<file path="config.mk">
export PLATFORM = sky130hd
export DESIGN_NAME = avw_timing
export DESIGN_NICKNAME = d
export VERILOG_FILES = /design/src/design/avw_flywheel.v /design/src/design/avw_pattern.v /design/src/design/avw_timing.v
export VERILOG_INCLUDE_DIRS = /design/src /design/src/design
export SDC_FILE = /design/constraint.sdc
export NUM_CORES = 1
export LEC_CHECK = 0
export ABC_AREA = 1
export BUFFER_PORTS_ARGS = -buffer_cell sky130_fd_sc_hd__buf_2
export CAP_MARGIN = 5
export CORE_MARGIN = 2
export CORE_UTILIZATION = 49
export CTS_CLUSTER_SIZE = 12
export DETAILED_ROUTE_END_ITERATION = 16
export PLACE_DENSITY = 0.71
export SLEW_MARGIN = 15
export SYNTH_ARGS = -nofsm -noshare
export SYNTH_HDL_FRONTEND = slang
export SYNTH_SLANG_ARGS = --single-unit
</file>
<file path="constraint.sdc">
create_clock -name clk_sys -period 5.6 [get_ports clk_sys]
set_input_delay 1.12 -clock clk_sys [delete_from_list [all_inputs] [get_ports clk_sys]]
set_output_delay 1.12 -clock clk_sys [all_outputs]
set_load 0.01 [all_outputs]
</file>
<file path="src/design/avw_defines.vh">
`ifndef AVW_DEFINES_VH
`define AVW_DEFINES_VH

// Register sub-addresses
`define AVW_ADDR_NEXT_LINE_READOUT_START 8'h22
`define AVW_ADDR_START 8'h28
`define AVW_ADDR_STOP 8'h29

// Reset values
`define AVW_RST_NEXT_LINE_READOUT_START 16'h0032
`define AVW_RST_START 16'h003C
`define AVW_RST_STOP 16'h0000

// Writable bits; reserved bits read as zero
`define AVW_MASK_NEXT_LINE_READOUT_START 16'h07FF
`define AVW_MASK_START 16'hF7FF
`define AVW_MASK_STOP 16'hFFFF

// Field positions, start register
`define AVW_VAL_MSB 10
`define AVW_START_GATE 12
`define AVW_START_STD 13
`define AVW_START_PROG 14
`define AVW_START_FLW 15

// Field positions, stop register
`define AVW_STOP_TP_EN 11
`define AVW_STOP_LUMA_LSB 12
`define AVW_STOP_LUMA_MSB 13
`define AVW_STOP_CHROMA_SAMPLING_SELECT 14
`define AVW_STOP_CSEL 15

// Flywheel lines per field, and flywheel vertical blanking lines
`define AVW_LINES_312 10'h138
`define AVW_LINES_262 10'h106
`define AVW_FLW_VBI_LINES 10'h016

// Test pattern levels
`define AVW_Y_LOW 8'h10
`define AVW_Y_MID 8'h5A
`define AVW_Y_HIGH 8'hF0
`define AVW_C_ZERO 8'h80

`endif

</file>
<file path="src/design/avw_flywheel.v">
`default_nettype none
module avw_flywheel (
  input wire clk_sys,
  input wire srst,
  input wire [10:0] hcount,
  input wire [10:0] line_length,
  input wire std_262,
  input wire progressive,
  output wire vsync_tick,
  output reg field_q,
  output wire [9:0] line_no
);
`include "avw_defines.vh"
  // Counts half lines so that an odd total gives the half-line offset
  reg [10:0] half_q;
  wire [11:0] half_point;
  wire half_tick;
  wire [9:0] lines;
  wire [10:0] last;

  assign half_point = ({1'b0, line_length} + 12'h001) >> 1;
  assign half_tick = (hcount == 11'h000) ||
                     ({1'b0, hcount} == half_point);
  assign lines = std_262 ? `AVW_LINES_262 : `AVW_LINES_312;
  assign last = progressive ? {lines, 1'b0} - 11'h001 :
                {lines, 1'b0};
  assign vsync_tick = half_tick && (half_q >= last);
  assign line_no = half_q[10:1];

  always @(posedge clk_sys) begin
    if (srst) begin
      half_q <= 11'h000;
      field_q <= 1'b0;
    end else if (half_tick) begin
      if (half_q >= last) begin
        half_q <= 11'h000;
        field_q <= progressive ? 1'b0 : ~field_q;
      end else begin
        half_q <= half_q + 11'h001;
      end
    end
  end
endmodule // avw_flywheel
`default_nettype wire

</file>
<file path="src/design/avw_pattern.v">
`default_nettype none
module avw_pattern (
  input wire clk_sys,
  input wire srst,
  input wire window,
  input wire [10:0] hcount,
  input wire [1:0] luma_sel,
  input wire chroma411,
  input wire chroma_sel,
  output reg [7:0] tp_y,
  output reg [7:0] tp_c
);
`include "avw_defines.vh"
  reg [7:0] ramp_q;
  reg [1:0] phase_q;
  reg [7:0] cb;
  reg [7:0] cr;
  reg [7:0] c_full;

  always @(posedge clk_sys) begin
    if (srst) begin
      ramp_q <= `AVW_Y_LOW;
      phase_q <= 2'h0;
    end else if (!window) begin
      ramp_q <= `AVW_Y_LOW;
      phase_q <= 2'h0;
    end else begin
      // Ramp holds at the top instead of wrapping to black
      if (ramp_q < `AVW_Y_HIGH)
        ramp_q <= ramp_q + 8'h01;
      phase_q <= phase_q + 2'h1;
    end
  end

  // Eight bars across the line
  always @* begin
    case (hcount[9:7])
      3'h0: begin cb = 8'h80; cr = 8'h80; end
      3'h1: begin cb = 8'h10; cr = 8'h92; end
      3'h2: begin cb = 8'hA6; cr = 8'h10; end
      3'h3: begin cb = 8'h36; cr = 8'h22; end
      3'h4: begin cb = 8'hCA; cr = 8'hDE; end
      3'h5: begin cb = 8'h5A; cr = 8'hF0; end
      3'h6: begin cb = 8'hF0; cr = 8'h6E; end
      default: begin cb = 8'h80; cr = 8'h80; end
    endcase
  end

  always @* begin
    case (luma_sel)
      2'h0: tp_y = ramp_q;
      2'h1: tp_y = `AVW_Y_LOW;
      2'h2: tp_y = `AVW_Y_MID;
      default: tp_y = `AVW_Y_HIGH;
    endcase
  end

  always @* begin
    c_full = 8'h00;
    if (luma_sel != 2'h0 || chroma_sel) begin
      tp_c = `AVW_C_ZERO;
    end else if (!chroma411) begin
      tp_c = phase_q[0] ? cr : cb;
    end else begin
      // Two bits of each component per pixel, upper nibble
      case (phase_q)
        2'h0: c_full = {cb[7:6], cr[7:6], 4'h0};
        2'h1: c_full = {cb[5:4], cr[5:4], 4'h0};
        2'h2: c_full = {cb[3:2], cr[3:2], 4'h0};
        default: c_full = {cb[1:0], cr[1:0], 4'h0};
      endcase
      tp_c = c_full;
    end
  end
endmodule // avw_pattern
`default_nettype wire

</file>
<file path="src/design/avw_timing.v">
// Notes on behaviour
// - Window output goes active when sync counter equals window start value.
// - Window output goes inactive when sync counter equals window stop value.
// - With gating bit set, window held off in blanking and invalid lines.
// - Free-run bit takes vertical timing from internal flywheel, not input.
// - In free run, standard bit picks 312 or 262 lines per field.
// - Progressive bit removes half-line field offset of flywheel.
// - Test pattern enable replaces luma: ramp, 16, 90 or 240.
// - Sampling bit formats test chroma as 4:2:2 or 4:1:1.
// - With ramp luma, chroma bit picks pseudo color bars or zero.
// - Next-line readout starts when sync counter equals next-line value.
// - In one-line scaler bypass, next-line value is ignored.
// - Sync counter runs from zero to line length, then wraps.
`default_nettype none
module avw_timing (
  input wire clk_sys,
  input wire srst,
  input wire reg_wr_en,
  input wire reg_rd_en,
  input wire [7:0] reg_addr,
  input wire [15:0] reg_wdata,
  output reg [15:0] reg_rdata_q,
  output reg reg_ack_q,
  input wire [10:0] line_length,
  input wire scaler_bypass_1h,
  input wire in_vsync,
  input wire in_field,
  input wire in_vblank,
  input wire in_line_valid,
  input wire [7:0] in_luma,
  input wire [7:0] in_chroma,
  output reg active_video_window_q,
  output reg next_line_start_q,
  output reg [10:0] sync_count_q,
  output reg vsync_out_q,
  output reg field_out_q,
  output reg vblank_out_q,
  output reg [7:0] out_luma_q,
  output reg [7:0] out_chroma_q
);
`include "avw_defines.vh"

  reg [15:0] next_line_q;
  reg [15:0] start_q;
  reg [15:0] stop_q;
  reg win_raw_q;
  reg win_raw_d;
  reg [10:0] count_d;
  reg [15:0] rdata_d;
  reg blocked;
  reg vblank_sel;
  reg valid_sel;

  wire [10:0] window_start_value;
  wire [10:0] window_stop_value;
  wire [10:0] next_line_value;
  wire window_blank_gating;
  wire freerun_line_standard;
  wire freerun_progressive;
  wire vertical_freerun;
  wire test_pattern_enable;
  wire [1:0] test_luma_select;
  wire chroma_sampling_select;
  wire test_chroma_select;

  wire fly_vsync;
  wire fly_field;
  wire [9:0] fly_line;
  wire [7:0] tp_y;
  wire [7:0] tp_c;

  assign window_start_value = start_q[`AVW_VAL_MSB:0];
  assign window_stop_value = stop_q[`AVW_VAL_MSB:0];
  assign next_line_value = next_line_q[`AVW_VAL_MSB:0];
  assign window_blank_gating = start_q[`AVW_START_GATE];
  assign freerun_line_standard = start_q[`AVW_START_STD];
  assign freerun_progressive = start_q[`AVW_START_PROG];
  assign vertical_freerun = start_q[`AVW_START_FLW];
  assign test_pattern_enable = stop_q[`AVW_STOP_TP_EN];
  assign test_luma_select = stop_q[`AVW_STOP_LUMA_MSB:`AVW_STOP_LUMA_LSB];
  assign chroma_sampling_select = stop_q[`AVW_STOP_CHROMA_SAMPLING_SELECT];
  assign test_chroma_select = stop_q[`AVW_STOP_CSEL];

  // Register writes; reserved bits are never stored
  always @(posedge clk_sys) begin
    if (srst) begin
      next_line_q <= `AVW_RST_NEXT_LINE_READOUT_START;
      start_q <= `AVW_RST_START;
      stop_q <= `AVW_RST_STOP;
    end else if (reg_wr_en) begin
      case (reg_addr)
        `AVW_ADDR_NEXT_LINE_READOUT_START: next_line_q <= reg_wdata & `AVW_MASK_NEXT_LINE_READOUT_START;
        `AVW_ADDR_START: start_q <= reg_wdata & `AVW_MASK_START;
        // Stored as written; host keeps test bits clear in use
        `AVW_ADDR_STOP: stop_q <= reg_wdata & `AVW_MASK_STOP;
        default: ;
      endcase
    end
  end

  // Read back; unmapped sub-addresses answer zero
  always @* begin
    case (reg_addr)
      `AVW_ADDR_NEXT_LINE_READOUT_START: rdata_d = next_line_q;
      `AVW_ADDR_START: rdata_d = start_q;
      `AVW_ADDR_STOP: rdata_d = stop_q;
      default: rdata_d = 16'h0000;
    endcase
  end

  always @(posedge clk_sys) begin
    if (srst) begin
      reg_rdata_q <= 16'h0000;
      reg_ack_q <= 1'b0;
    end else begin
      reg_ack_q <= reg_wr_en | reg_rd_en;
      if (reg_rd_en)
        reg_rdata_q <= rdata_d;
    end
  end

  // Sync counter; >= guards against a line length cut below the count
  always @* begin
    if (sync_count_q >= line_length)
      count_d = 11'h000;
    else
      count_d = sync_count_q + 11'h001;
  end

  always @(posedge clk_sys) begin
    if (srst)
      sync_count_q <= 11'h000;
    else
      sync_count_q <= count_d;
  end

  avw_flywheel u_flywheel (
    .clk_sys(clk_sys),
    .srst(srst),
    .hcount(sync_count_q),
    .line_length(line_length),
    .std_262(freerun_line_standard),
    .progressive(freerun_progressive),
    .vsync_tick(fly_vsync),
    .field_q(fly_field),
    .line_no(fly_line)
  );

  // Vertical source selection
  always @* begin
    if (vertical_freerun) begin
      vblank_sel = (fly_line < `AVW_FLW_VBI_LINES);
      valid_sel = 1'b1;
    end else begin
      vblank_sel = in_vblank;
      valid_sel = in_line_valid;
    end
    blocked = window_blank_gating & (vblank_sel | ~valid_sel);
  end

  always @(posedge clk_sys) begin
    if (srst) begin
      vsync_out_q <= 1'b0;
      field_out_q <= 1'b0;
      vblank_out_q <= 1'b0;
    end else begin
      vsync_out_q <= vertical_freerun ? fly_vsync : in_vsync;
      field_out_q <= vertical_freerun ? fly_field : in_field;
      vblank_out_q <= vblank_sel;
    end
  end

  // Stop wins when start and stop coincide
  always @* begin
    if (sync_count_q == window_stop_value)
      win_raw_d = 1'b0;
    else if (sync_count_q == window_start_value)
      win_raw_d = 1'b1;
    else
      win_raw_d = win_raw_q;
  end

  always @(posedge clk_sys) begin
    if (srst) begin
      win_raw_q <= 1'b0;
      active_video_window_q <= 1'b0;
    end else begin
      win_raw_q <= win_raw_d;
      active_video_window_q <= win_raw_d & ~blocked;
    end
  end

  // Next-line readout strobe, one cycle wide
  always @(posedge clk_sys) begin
    if (srst)
      next_line_start_q <= 1'b0;
    else
      next_line_start_q <= ~scaler_bypass_1h &
        (sync_count_q == next_line_value);
  end

  avw_pattern u_pattern (
    .clk_sys(clk_sys),
    .srst(srst),
    .window(win_raw_d),
    .hcount(sync_count_q),
    .luma_sel(test_luma_select),
    .chroma411(chroma_sampling_select),
    .chroma_sel(test_chroma_select),
    .tp_y(tp_y),
    .tp_c(tp_c)
  );

  // Pattern replaces the decoded video, aligned with the window flop
  always @(posedge clk_sys) begin
    if (srst) begin
      out_luma_q <= `AVW_Y_LOW;
      out_chroma_q <= `AVW_C_ZERO;
    end else if (test_pattern_enable) begin
      out_luma_q <= tp_y;
      out_chroma_q <= tp_c;
    end else begin
      out_luma_q <= in_luma;
      out_chroma_q <= in_chroma;
    end
  end

endmodule // avw_timing
`default_nettype wire

</file>
==> run summary, run 1 <==
The netlist uses 40 different library cells. Across the run, the number of max-cap violations was 0. IR analysis of the VDD net gives a maximum drop of 0.189 mV. Headroom to the max-slew limit came out at 48.0%.

The first global-routing pass estimated 28,100 um of wire. Routability-driven placement finished with a final weighted congestion of 0.896. The slew at the pin with the worst max-slew slack is 0.778 ns, and the final critical-path share of the clock period is 55.1%. After detailed routing, the average wire length per cell comes to 14.7 um. The capture endpoint of the worst hold path is reg_rdata_q[2]. Final-stage net count: 1,090.

The number of fill cells is 1,231, and the average cell area after synthesis is 7.10 um^2. Area occupied by registers: 2280 um^2. For the final non-filler cell area, the log shows 7530 um^2. The global routing met1 resource utilization was 32.6%.

The remaining routing DRC violations is 0. The run gives 17,300 um as the total length of routed wires. The largest total area in the synthesized netlist belongs to sky130_fd_sc_hd__dfxtp_1. The predominant post-synthesis flop cell is sky130_fd_sc_hd__dfxtp_1. For this design the ratio of total power to cell area is 265 nW/um^2. The synthesis-to-finish area growth came out at 18.1%. The run gives 0 as the initial antenna violation count. The signal on the critical path passes through buf_2 -> nor4_2 -> nand2_1 -> clkinv_1 -> nand2_1 -> o21ai_0 -> a21oi_1.

Among all cell types in the netlist, the one instantiated most often is sky130_fd_sc_hd__nand2_1. Clock tree synthesis inserted a total of 17 buffers. Worst hold path class: flip-flop to flip-flop. The run gives 0 as the number of hold violations in the final report.

After synthesis the netlist holds a flip-flop and latch count of 114. The cell that appears most often on the critical path is sky130_fd_sc_hd__nand2_1. The library cell contributing the largest single delay on the critical path is sky130_fd_sc_hd__nand2_1. The global-route usage over all layers was 24.9%. Dividing the detail-routed via count by the number of cells gives 5.36.

From bottom edge to top edge, the die measures 118 um. The number of setup violations in the final report was 0; the ratio of cells with drive above 1 in the final layout was 16.6%. The later pin in the worst-skew pair is clocked with a latency of 0.42 ns. The starting utilization of the core area came out at 50.4%. The depth of the worst register-to-register path came out at 10. TritonCTS built the clock tree. During placement, the flow inserted port buffers numbering 108. The total area inside the core boundary comes to 12,700 um^2. Global routing consumed, on the met3 layer, 5.14% of the routing resources. The worst setup timing slack at the placement stage was 2.14 ns.

The logs give 0 for the number of post-CTS setup repair buffers and 8.2% for the relative contribution of combinational cells to total power. The share of total power consumed by net switching is 23.8%. For the final routed database, the setup TNS stands at 0 ns. The run gives 49.6% as the fraction of power consumed by the clock network. The tools report the length of the first detailed-routing pass in iterations as 5.

The clock edge transition at the registers on the reported setup and hold paths came out at 0.05 ns. The wire-length estimate of the detail-placed layout is 12,700 um. After layout, the design draws a total of 1.99 mW.

The tools report the post-route antenna net violation count as 0. The run gives 40.8% as the global routing usage on met2. Entering global routing, the biggest net connects 54 pins. Setup repair after global routing left no endpoint under its margin. Worst path arrival time: 3.36 ns. STA classifies the critical path endpoint as a flip-flop.

The flow ran to the end, and the final reports show no timing, DRC or antenna violations. In this run the cell area of the synthesized design comes to 6380 um^2. In this design, the stage delay of the slowest critical-path cell is 0.56 ns.

The total die area was 13,900 um^2; the instance count along the most critical hold path was 2. The floorplan step set the die width to 118 um. The remaining global-route overflow came out at 0. The tools report the number of nets in the synthesized netlist as 995.

For this block, the initial DRC count from the detailed router was 492. The internal cell power is 1.52 mW, and the sequential share of the synthesized area is 35.8%. The beginning of the worst hold path was reg_rdata_q[2]. After synthesis, the share of flip-flops with an asynchronous set or reset is 0%. The register-to-register setup slack is 3.00 ns. The number of global-route vias before repair is 5,790, and the critical path required time is 5.87 ns.

Kind of critical path: input pin to flip-flop. The logs give 114 for the number of clock sinks seen by CTS and 2 for the buffer levels on the longest clock path. Setup slack on the critical path of the routed design comes to 2.52 ns.

The run gives 42.2% as the power share of the sequential group. The worst path needs 3.08 ns of the cycle, external delays included. In this run the biggest area consumer among cell types represents 35.8% of the synthesized area. Counting flops with a built-in enable in the synthesized netlist gives 0. The total count of max-transition violations in the final report was 0. Timing would allow up to 0.324 GHz.

Synthesis produced 899 cells. In this run the power spent charging and discharging nets is 475 uW. The floorplan has 41 rows. Hold repair after CTS inserted 0 buffers.

In this run the most used layer during global routing was met2. CTS placed an instance of sky130_fd_sc_hd__clkbuf_16 at the clock tree root. Across all layers, the routed design uses 6,298 vias. In this run the worst path has a maximum fanout of 24. STA classifies the critical path startpoint as an input pin. The leakage dissipation was 3.32 nW; the clock skew after layout was 0.00866 ns. The antenna diode count is 0, and the post-cts repair resize count is 0. Source of the worst register-to-register timing path: sync_count_q[9]. The tools report the number of warnings reported in the yosys synthesis log as 0. For this design the top-level I/O count stands at 109.

The tools report the standard cell area after detailed placement as 7000 um^2. By count the netlist is led by 192 x sky130_fd_sc_hd__nand2_1, 114 x sky130_fd_sc_hd__dfxtp_1, 100 x sky130_fd_sc_hd__inv_1. Number of levels the H-tree was split into: 4. For the total area of multi-input combinational cells, the log shows 3560 um^2. The endpoint identified for the worst register-to-register timing path is u_flywheel.field_q. In the post-synthesis netlist, the biggest area contributors are sky130_fd_sc_hd__dfxtp_1 36%, sky130_fd_sc_hd__nand2_1 11%, sky130_fd_sc_hd__ha_1 7.1%.
-- worst max-delay path by stage --
| stage | start | endpoint | slack, ns | depth (start not counted) |
|---|---|---|---|---|
| after floorplan | line_length[0] | u_flywheel.half_q[4] | 3.06 | 13 |
| after global placement | reg_addr[4] | stop_q[14] | 2.24 | 7 |
| after detailed placement | reg_addr[4] | stop_q[14] | 2.14 | 7 |
| after CTS | reg_addr[4] | stop_q[14] | 2.57 | 7 |
| after global routing | reg_addr[4] | stop_q[5] | 2.26 | 7 |
| final | reg_addr[4] | stop_q[12] | 2.52 | 7 |
-- flip-flops by register name, indices dropped and copies added (netlist names) --
name	count
u_flywheel.half_q	11
vblank_out_q	1
vsync_out_q	1
field_out_q	1
u_pattern.ramp_q	8
next_line_q	11
out_luma_q	8
win_raw_q	1
u_pattern.phase_q	2
out_chroma_q	8
u_flywheel.field_q	1
sync_count_q	11
active_video_window_q	1
reg_rdata_q	16
next_line_start_q	1
reg_ack_q	1
start_q	15
stop_q	16
-- worst max-delay path, delay by kind of cell --
family / cells / cell delay [ns]
AO/OA/AOI/OAI: 2 / 0.44
buffers and inverters: 2 / 0.48
AND/OR/NAND/NOR: 3 / 1.31
-- power groups by stage --
stage	Sequential, mW	Combinational [mW]	Clock, mW
global route	0.841	0.183	1.04
CTS	0.840	0.164	0.998
finish	0.841	0.164	0.988
detailed placement	0.856	0.163	0
floorplan	0.856	0.101	0
global placement	0.856	0.162	0
-- cells in the final DEF (no fill, tap or decap), drive strengths merged, types with 13 or more instances in the layout --
master	n
ha	36
nand3	58
nand4	15
o21ai	63
dfxtp	114
inv	101
o22ai	14
a21oi	86
nor3	13
nand2	202
xor2	21
buf	110
nor2	77
clkbuf	23
xnor2	15
-- per-layer routing --
layer  routed length, um  vias up
met2                7990      205
met3                1010       33
li1                    -     3184
met4                 333        0
met1                7990     2876
met5                   0        -
-- area by class of cell --
| cell class | count | share of cell area (%) |
|---|---|---|
| Clock buffer | 23 | 6.34 |
| Clock inverter | 6 | 0.764 |
| Multi-Input combinational cell | 648 | 47.2 |
| Inverter | 103 | 5.13 |
| Timing Repair Buffer | 110 | 7.37 |
| Tap cell | 172 | 2.86 |
| Sequential cell | 114 | 30.3 |
-- cells by family after synthesis --
group / synth area share (%)
and+or+nand+nor: 26.4
AOI/OAI and AO/OA: 17.4
buffers and inverters: 8.43
DFF: 35.8
xor gates and xnor gates: 4.94
adders and majority gates: 7.06
-- stage by stage --
step | hold WS, ns | std cells | utilization (%)
final | 0.459 | 1176 | 59.5
after global routing | 0.471 | 1176 | 59.5
after CTS | 0.457 | 1176 | 59.5
after detailed placement | 0.453 | 1147 | 55.2
after global placement | 0.445 | 1147 | 55.2
after floorplan | 0.412 | 899 | -
(Power assumes the default switching activity.)
==> inputs of run 2 (changes only) <==
--- a/config.mk
+++ b/config.mk
@@ -13,7 +13,7 @@
 export CORE_UTILIZATION = 49
 export CTS_CLUSTER_SIZE = 12
 export DETAILED_ROUTE_END_ITERATION = 16
-export PLACE_DENSITY = 0.71
+export PLACE_DENSITY = 0.74
 export SLEW_MARGIN = 15
 export SYNTH_ARGS = -nofsm -noshare
 export SYNTH_HDL_FRONTEND = slang
==> constraint.sdc (replaced) <==
create_clock -name clk_sys -period 2.8 [get_ports clk_sys]
set_input_delay 0.56 -clock clk_sys [delete_from_list [all_inputs] [get_ports clk_sys]]
set_output_delay 0.56 -clock clk_sys [all_outputs]
set_load 0.01 [all_outputs]
==> run summary, run 2 (synthesis gave the netlist of run 1 again) <==
The flow ran to the end, and the final reports show no timing, DRC or antenna violations. The largest registers in the layout are reg_rdata_q x16, stop_q x16, start_q x15. The logs give 1,184 for the final non-filler cell total and 2 for the buffer levels on the longest clock path. Clock skew on the completed layout was measured at 0.00884 ns.

The die covers 13,900 um^2. The clock latency on the worst-skew pair is 0.42 ns. Row generation in the floorplan step produced 41 rows. For met3 alone, demand over resource in global routing was 5.47%. For this block, the via count after detailed routing is 6,507. The worst pin sits at a relative slew slack of 53.3%. The tightest min-delay check is of the input pin to flip-flop type. Cells with a size suffix above 1 make up 17.4% of the layout. The logs give 3560 um^2 for the total area of multi-input combinational cells and 36 for the maximum number of pins on one net before global-route repair. The number of post-CTS setup repair buffers is 0. The chip width was 118 um; the number of hold violations in the final report was 0.

Counting the fill cells in the layout gives 1,205. The tools report the global routing usage on met2 as 40.3%. The routed design has 17,900 um of wire.

For the length of the first detailed-routing pass in iterations, the log shows 5. The critical path is of the flip-flop to flip-flop type. Across the whole layout, storage elements account for 2280 um^2. The top cell types in the final layout, fill and taps aside, are 192 x sky130_fd_sc_hd__nand2_1, 114 x sky130_fd_sc_hd__dfxtp_1, 108 x sky130_fd_sc_hd__buf_2, 100 x sky130_fd_sc_hd__inv_1, 78 x sky130_fd_sc_hd__a21oi_1.

The post-cts repair resize count came out at 0. The logs give 5,973 for the number of global-route vias before repair and 0.431 GHz for the peak clock frequency supported by timing. The number of setup violations in the final report is 0, and the total count of max-transition violations in the final report is 0. The worst path arrival time is 2.63 ns, and the top-level I/O count is 109. The smallest clock period supported by the final layout is computed as 2.32 ns. The core box area was 12,700 um^2. The largest driver fanout on the critical path was 8.

The leakage dissipation was 3.38 nW; the count of input and output buffers was 108. Setup repair after global routing left no endpoint under its margin. The slew at the pin with the worst max-slew slack works out to 0.699 ns. The remaining global-route overflow came out at 0.

In the final routed layout, each cell accounts on average for 15.1 um. The tools report the root buffer selected by CTS as sky130_fd_sc_hd__clkbuf_16. The final-stage net count came out at 1,098.

In this run the vertical extent of the chip is 118 um. The antenna diode count is 0. After global routing, the most crowded layer is met2.

Once the floorplan was initialized, standard cells occupied 50.4% of the core. STA classifies the critical path endpoint as a flip-flop. Once detail routing completed, the nets flagged for antenna violations numbered 0. Clock tree synthesis found a total of 114 sinks. Global routing used 33.1% of the available met1 tracks. The total clock buffers created by CTS was 17. The number of placed instances with taps included was 1,155; the areal power density over the cells was 538 nW/um^2.

The logs give 0.366 mV for the maximum vdd ir drop and 3.11 ns for the critical path required time. TritonCTS built the clock tree. The global-route usage over all layers was 25.5%; the first-iteration detailed-routing DRC count was 527. For the first-pass GRT wire length, the log shows 28,800 um.

STA classifies the critical path startpoint as a flip-flop. In the routed design, unresolved DRC markers number 0. Sum of net half-perimeters after detailed placement: 13,200 um. Final weighted congestion in routability-driven placement: 0.904. The initial antenna violation count is 0. The most common cell after layout, fill and taps aside was sky130_fd_sc_hd__nand2_1. The ratio of routed vias to standard cells was 5.50.

The number of levels the H-tree was split into came out at 4. The synthesis-to-finish area growth is 19.6%. The final critical-path share of the clock period is 82.8%. The clock edge transition at the registers on the reported setup and hold paths works out to 0.05 ns. In this run, post-CTS hold repair placed 0 buffers.

The tool flagged a number of max-cap violations equal to 0. After routing, the total negative slack on setup checks comes to 0 ns.
[run 2: changes by cell type in the layout (fill, tap and decap cells not counted), sizes merged]
| cell | change |
|---|---|
| buf | +8 |
| bufinv | +1 |
| clkinvlp | -1 |
[run 2: worst max-delay path: stages (launching register included)]
cell and delay (ns):
sky130_fd_sc_hd__dfxtp_1 0.36, sky130_fd_sc_hd__inv_1 0.12, sky130_fd_sc_hd__ha_1 0.30, sky130_fd_sc_hd__inv_1 0.04
sky130_fd_sc_hd__ha_1 0.28, sky130_fd_sc_hd__a21oi_1 0.13, sky130_fd_sc_hd__o21ai_0 0.09, sky130_fd_sc_hd__nand2_1 0.06
sky130_fd_sc_hd__a21oi_1 0.05, sky130_fd_sc_hd__o21ai_0 0.20, sky130_fd_sc_hd__nand2_1 0.24, sky130_fd_sc_hd__nand2_2 0.18
sky130_fd_sc_hd__nand2_1 0.06, sky130_fd_sc_hd__nand2_1 0.06, sky130_fd_sc_hd__nor2_1 0.04
[run 2: power by group]
part           internal, mW  leakage [nW]  switching (mW)
logic                 0.121          2.17           0.210
clock network          1.38         0.285           0.710
registers              1.65         0.925          0.0283
total                  3.15          3.38           0.949
[run 2: per-stage QoR]
| step | hold WS, ns | utilization (%) | instance area (um^2) | power (mW) | setup WS (ns) |
|---|---|---|---|---|---|
| finish | 0.342 | 60.2 | 7630 | 4.10 | 0.482 |
| global route | 0.350 | 60.2 | 7630 | 4.23 | 0.298 |
| CTS | 0.333 | 60.2 | 7630 | 4.12 | 0.490 |
| detailed placement | 0.433 | 55.7 | 7060 | 2.04 | 0.378 |
| global placement | 0.426 | 55.7 | 7060 | 2.04 | 0.395 |
| floorplan | 0.412 | - | 6380 | 1.91 | 0.769 |
[run 2: routing by layer]
metal  up-vias  routed length (um)
li1       3202                   -
met1      2984                7750
met2       268                8170
met3        53                1320
met4         0                 650
met5         -                   0
[run 2: worst paths after layout]
kind / startpoint / to / slack (ns) / cells after the start
max: start_q[14] / u_flywheel.field_q / 0.48 / 14
min: in_chroma[3] / out_chroma_q[3] / 0.34 / 3
max reg2reg: start_q[14] / u_flywheel.field_q / 0.48 / 14
min reg2reg: start_q[12] / active_video_window_q / 0.44 / 1
[run 2: final cells by class]
class | instances | share of cell area, %
Clock buffer | 23 | 6.40
Timing Repair Buffer | 118 | 8.07
Multi-Input combinational cell | 648 | 46.7
Sequential cell | 114 | 29.9
Clock inverter | 6 | 1.05
Tap cell | 172 | 2.82
Inverter | 103 | 5.07
==> inputs of run 3 (changes only) <==
--- a/config.mk
+++ b/config.mk
@@ -6,7 +6,7 @@
 export SDC_FILE = /design/constraint.sdc
 export NUM_CORES = 1
 export LEC_CHECK = 0
-export ABC_AREA = 1
+export ABC_AREA = 0
 export BUFFER_PORTS_ARGS = -buffer_cell sky130_fd_sc_hd__buf_2
 export CAP_MARGIN = 5
 export CORE_MARGIN = 2
==> constraint.sdc (replaced) <==
create_clock -name clk_sys -period 1.9 [get_ports clk_sys]
set_input_delay 0.38 -clock clk_sys [delete_from_list [all_inputs] [get_ports clk_sys]]
set_output_delay 0.38 -clock clk_sys [all_outputs]
set_load 0.01 [all_outputs]
==> run summary, run 3 <==
The run finished, with violations left. The final reports fail on negative setup slack. For this run, the top clock speed supported by timing is 0.462 GHz. The highest metal layer carrying signal wires in the routed design is met4.

The largest driver fanout on the critical path came out at 4. Of all flip-flops after synthesis, the portion carrying an async set or reset was 0%. For the number of hold violations in the final report, the log shows 0. STA puts the critical path data required time at 2.23 ns. Average wire per cell in the routed design: 16.0 um.

The area occupied by registers came out at 2290 um^2. In this run, synthesis produced a sequential element count of 114. The run gives 4070 um^2 as the total area of multi-input combinational cells.

Library cell contributing the largest single delay on the critical path: sky130_fd_sc_hd__dfxtp_2. Traced cell by cell, the critical path runs through inv_4 -> ha_4 -> inv_2 -> ha_4 -> a21o_1 -> a211oi_4 -> o211ai_1 -> buf_4 -> a21oi_4 -> a21oi_2 -> o32ai_1. The number of clock sinks seen by CTS is 114, and the number of global-route vias before repair is 6,012. The total clock buffers created by CTS was 17; the areal power density over the cells was 813 nW/um^2.

The largest registers in the layout are reg_rdata_q x16, stop_q x16, start_q x15. The tools report the worst hold slack as 0.155 ns. The number of antenna diodes in the final layout is 0. The met3 wire length is 1160 um, and the max-capacitance violation count is 0.

The number of nets handed over by synthesis was 878. The worst hold path class was input pin to flip-flop. After clock tree synthesis, the clock-pin slew on the worst setup and hold paths is 0.06 ns.

For the total count of max-transition violations in the final report, the log shows 0. The clock skew after layout was 0.0103 ns; the post-synth design cell area was 6390 um^2. The root buffer selected by CTS is sky130_fd_sc_hd__clkbuf_16. The core box area was 12,700 um^2; the total routed wire length on the met1 layer was 8260 um.

STA classifies the critical path endpoint as a flip-flop. Of the total power, the share spent switching nets is 27.5%. The ratio of routed vias to standard cells is 5.61, and the fraction of power consumed by the clock network is 44.2%.

The total die area was 14,000 um^2. Biggest area consumer among synthesized cells: sky130_fd_sc_hd__dfxtp_1. In the final timing run, aggregate negative setup slack is -2.63 ns.

In the synthesized netlist, the number of instances is 782. The largest single stage delay on the critical path is 0.34 ns. The synthesis-to-finish area growth was 34.9%. VDD sags by at most 0.635 mV. The kind of critical path was flip-flop to flip-flop. During synthesis, Yosys emitted a total of 0 warnings. For the maximum number of pins on one net before global-route repair, the log shows 34. Relative contribution of combinational cells to total power: 19.6%.

After floorplanning, the core was divided into 41 placement rows. Counting flops with a built-in enable in the synthesized netlist gives 0. The first global-routing pass estimated 29,600 um of wire.

The sum of net half-perimeters after detailed placement was 12,600 um; the total via count after detailed routing was 6,394. The analysis attributes to cell leakage a power of 3.60 nW. After detailed routing, the met2 layer carries 8290 um of wire. The clock latency on the worst-skew pair is 0.42 ns.

The die is 118 um wide. Together, buffers and inverters on the worst path number 3. For this run, the detailed router's first-pass iteration total came to 6. Sequential share of the synthesized area: 35.7%. Leaving out fill and tap cells, the most frequent cells in the layout are 109 x sky130_fd_sc_hd__nand2_1, 108 x sky130_fd_sc_hd__buf_2, 107 x sky130_fd_sc_hd__dfxtp_1, 90 x sky130_fd_sc_hd__buf_4, 65 x sky130_fd_sc_hd__a21oi_1. The number of fill cells was 1,027; the slew at the pin with the worst max-slew slack was 0.475 ns.

The initial utilization of the core area, before any placement, comes to 50.5%. For the final weighted congestion in routability-driven placement, the log shows 0.891. For this run, the leading register cell type out of synthesis is sky130_fd_sc_hd__dfxtp_1. The most used standard cell by instance count after synthesis was sky130_fd_sc_hd__dfxtp_1. Cells fill 68.0% of the core in the end.

Dominant cell type by count on the critical path: sky130_fd_sc_hd__ha_4. The analysis attributes to net switching a power of 1.93 mW. The number of setup violations in the final report was 17. For this run, the number of standard cells in the final layout without fillers is 1,139. The global-route usage over all layers was 26.1%. Height of the die: 118 um.

Setup repair after global routing could not meet its margin everywhere. The run gives -0.266 ns as the final critical-path setup slack. Yosys attributes the largest share of cell area to sky130_fd_sc_hd__dfxtp_1 36%, sky130_fd_sc_hd__ha_1 7.0%, sky130_fd_sc_hd__nand2_1 6.6%.

After global routing the overflow that remains totals 0. The worst path arrival time came out at 2.49 ns. The worst max-slew margin expressed relative to the limit is 68.4%. The internal cell power is 5.08 mW.

The share of synthesized area in the top cell type comes to 35.7%. The post-route netlist has 33.0% of its cells at a drive strength greater than 1. In this run, the number of DRC markers left after iteration 0 of detailed routing was 621.

In the synthesized netlist, the cells that appear most often are 114 x sky130_fd_sc_hd__dfxtp_1, 112 x sky130_fd_sc_hd__nand2_1, 83 x sky130_fd_sc_hd__a21oi_1. The run gives 0 as the remaining routing DRC violations. On the critical path the largest part of the delay comes from compound AO/OA/AOI/OAI gates. The number of distinct standard cells referenced by the synthesized netlist was 69; the average cell area after synthesis was 8.18 um^2.

The total length of routed wires is 18,200 um, and the number of levels the H-tree was split into is 4. During placement, the flow inserted port buffers numbering 108. The routed design could run at a clock period as short as 2.17 ns. The buffer levels on the longest clock path is 2, and the final critical-path share of the clock period is 114%. The number of hold buffers added after CTS was 0.

Counting tap cells, the placed design contains a total of 1,101 instances. For the post-route antenna net violation count, the log shows 0. The tools report the startpoint type of the worst setup path as a flip-flop. In this run the count of I/O pins placed on the die edge is 109.

The power share of the sequential group was 36.2%; the initial antenna violation count was 0. The most common cell after layout, fill and taps aside was sky130_fd_sc_hd__nand2_1. Final-stage net count: 1,052. TritonCTS built the clock tree.
-- run 3: logic make-up (layout without fill, tap and decap cells) --
group	count (synthesis)	after routing	synth area share [%]
simple gates	278	278	21.0
buf+inv	89	274	5.54
fa+ha+maj	36	36	7.04
xor+xnor	58	58	7.95
flops	114	114	35.7
mux	21	21	3.56
compound gates	186	186	19.2
-- run 3: worst paths after layout --
check | from | end | slack [ns] | cells past startpoint
max | start_q[14] | u_flywheel.half_q[8] | -0.27 | 11
min | in_chroma[6] | out_chroma_q[6] | 0.16 | 3
max reg2reg | start_q[14] | u_flywheel.half_q[8] | -0.27 | 11
min reg2reg | reg_rdata_q[15] | reg_rdata_q[15] | 0.47 | 2
-- run 3: layout make-up --
type / instances / share of cell area (%)
Clock buffer: 20 / 5.30
Clock inverter: 10 / 1.29
Inverter: 38 / 1.73
Multi-Input combinational cell: 579 / 47.2
Sequential cell: 114 / 26.6
Tap cell: 172 / 2.50
Timing Repair Buffer: 206 / 15.5
-- run 3: power by group through the flow --
stage / Sequential, mW / Clock, mW / Combinational (mW)
after floorplan: 2.62 / 0 / 0.736
after global placement: 2.58 / 0 / 1.24
after detailed placement: 2.58 / 0 / 1.26
after CTS: 2.53 / 3.13 / 1.33
after global routing: 2.55 / 3.26 / 1.50
final: 2.54 / 3.10 / 1.37
-- run 3: what timing repair did --
action | in CTS | in global routing
cloned | 1 | 0
resized for setup | 24 | 27
pin swaps | 11 | 6
buffers inserted | 5 | 2
endpoints found under the setup margin | 24 | 27
endpoints found under the hold margin | 0 | 0
-- run 3: through the flow --
step,setup WS (ns),area (um^2),total power [mW]
2_1_floorplan,-0.273,6570,3.36
3_3_place_gp,-0.493,7760,3.82
3_5_place_dp,-0.551,7760,3.84
4_1_cts,-0.201,8470,6.99
5_1_grt,-0.308,8620,7.30
6_report,-0.266,8620,7.01
-- run 3: layer usage --
metal | vias to the layer above | GRT usage (%)
met5 | - | 0
met4 | 0 | 10.2
met3 | 45 | 6.37
met2 | 269 | 40.1
met1 | 2983 | 35.1
li1 | 3097 | -
-- run 3: worst reg2reg max path, cell delays in order (launching register included) --
cell and delay (ns):
sky130_fd_sc_hd__dfxtp_2 0.34, sky130_fd_sc_hd__inv_4 0.09, sky130_fd_sc_hd__ha_4 0.13, sky130_fd_sc_hd__inv_2 0.04
sky130_fd_sc_hd__ha_4 0.15, sky130_fd_sc_hd__a21o_1 0.17, sky130_fd_sc_hd__a211oi_4 0.26, sky130_fd_sc_hd__o211ai_1 0.20
sky130_fd_sc_hd__buf_4 0.21, sky130_fd_sc_hd__a21oi_4 0.17, sky130_fd_sc_hd__a21oi_2 0.05, sky130_fd_sc_hd__o32ai_1 0.26
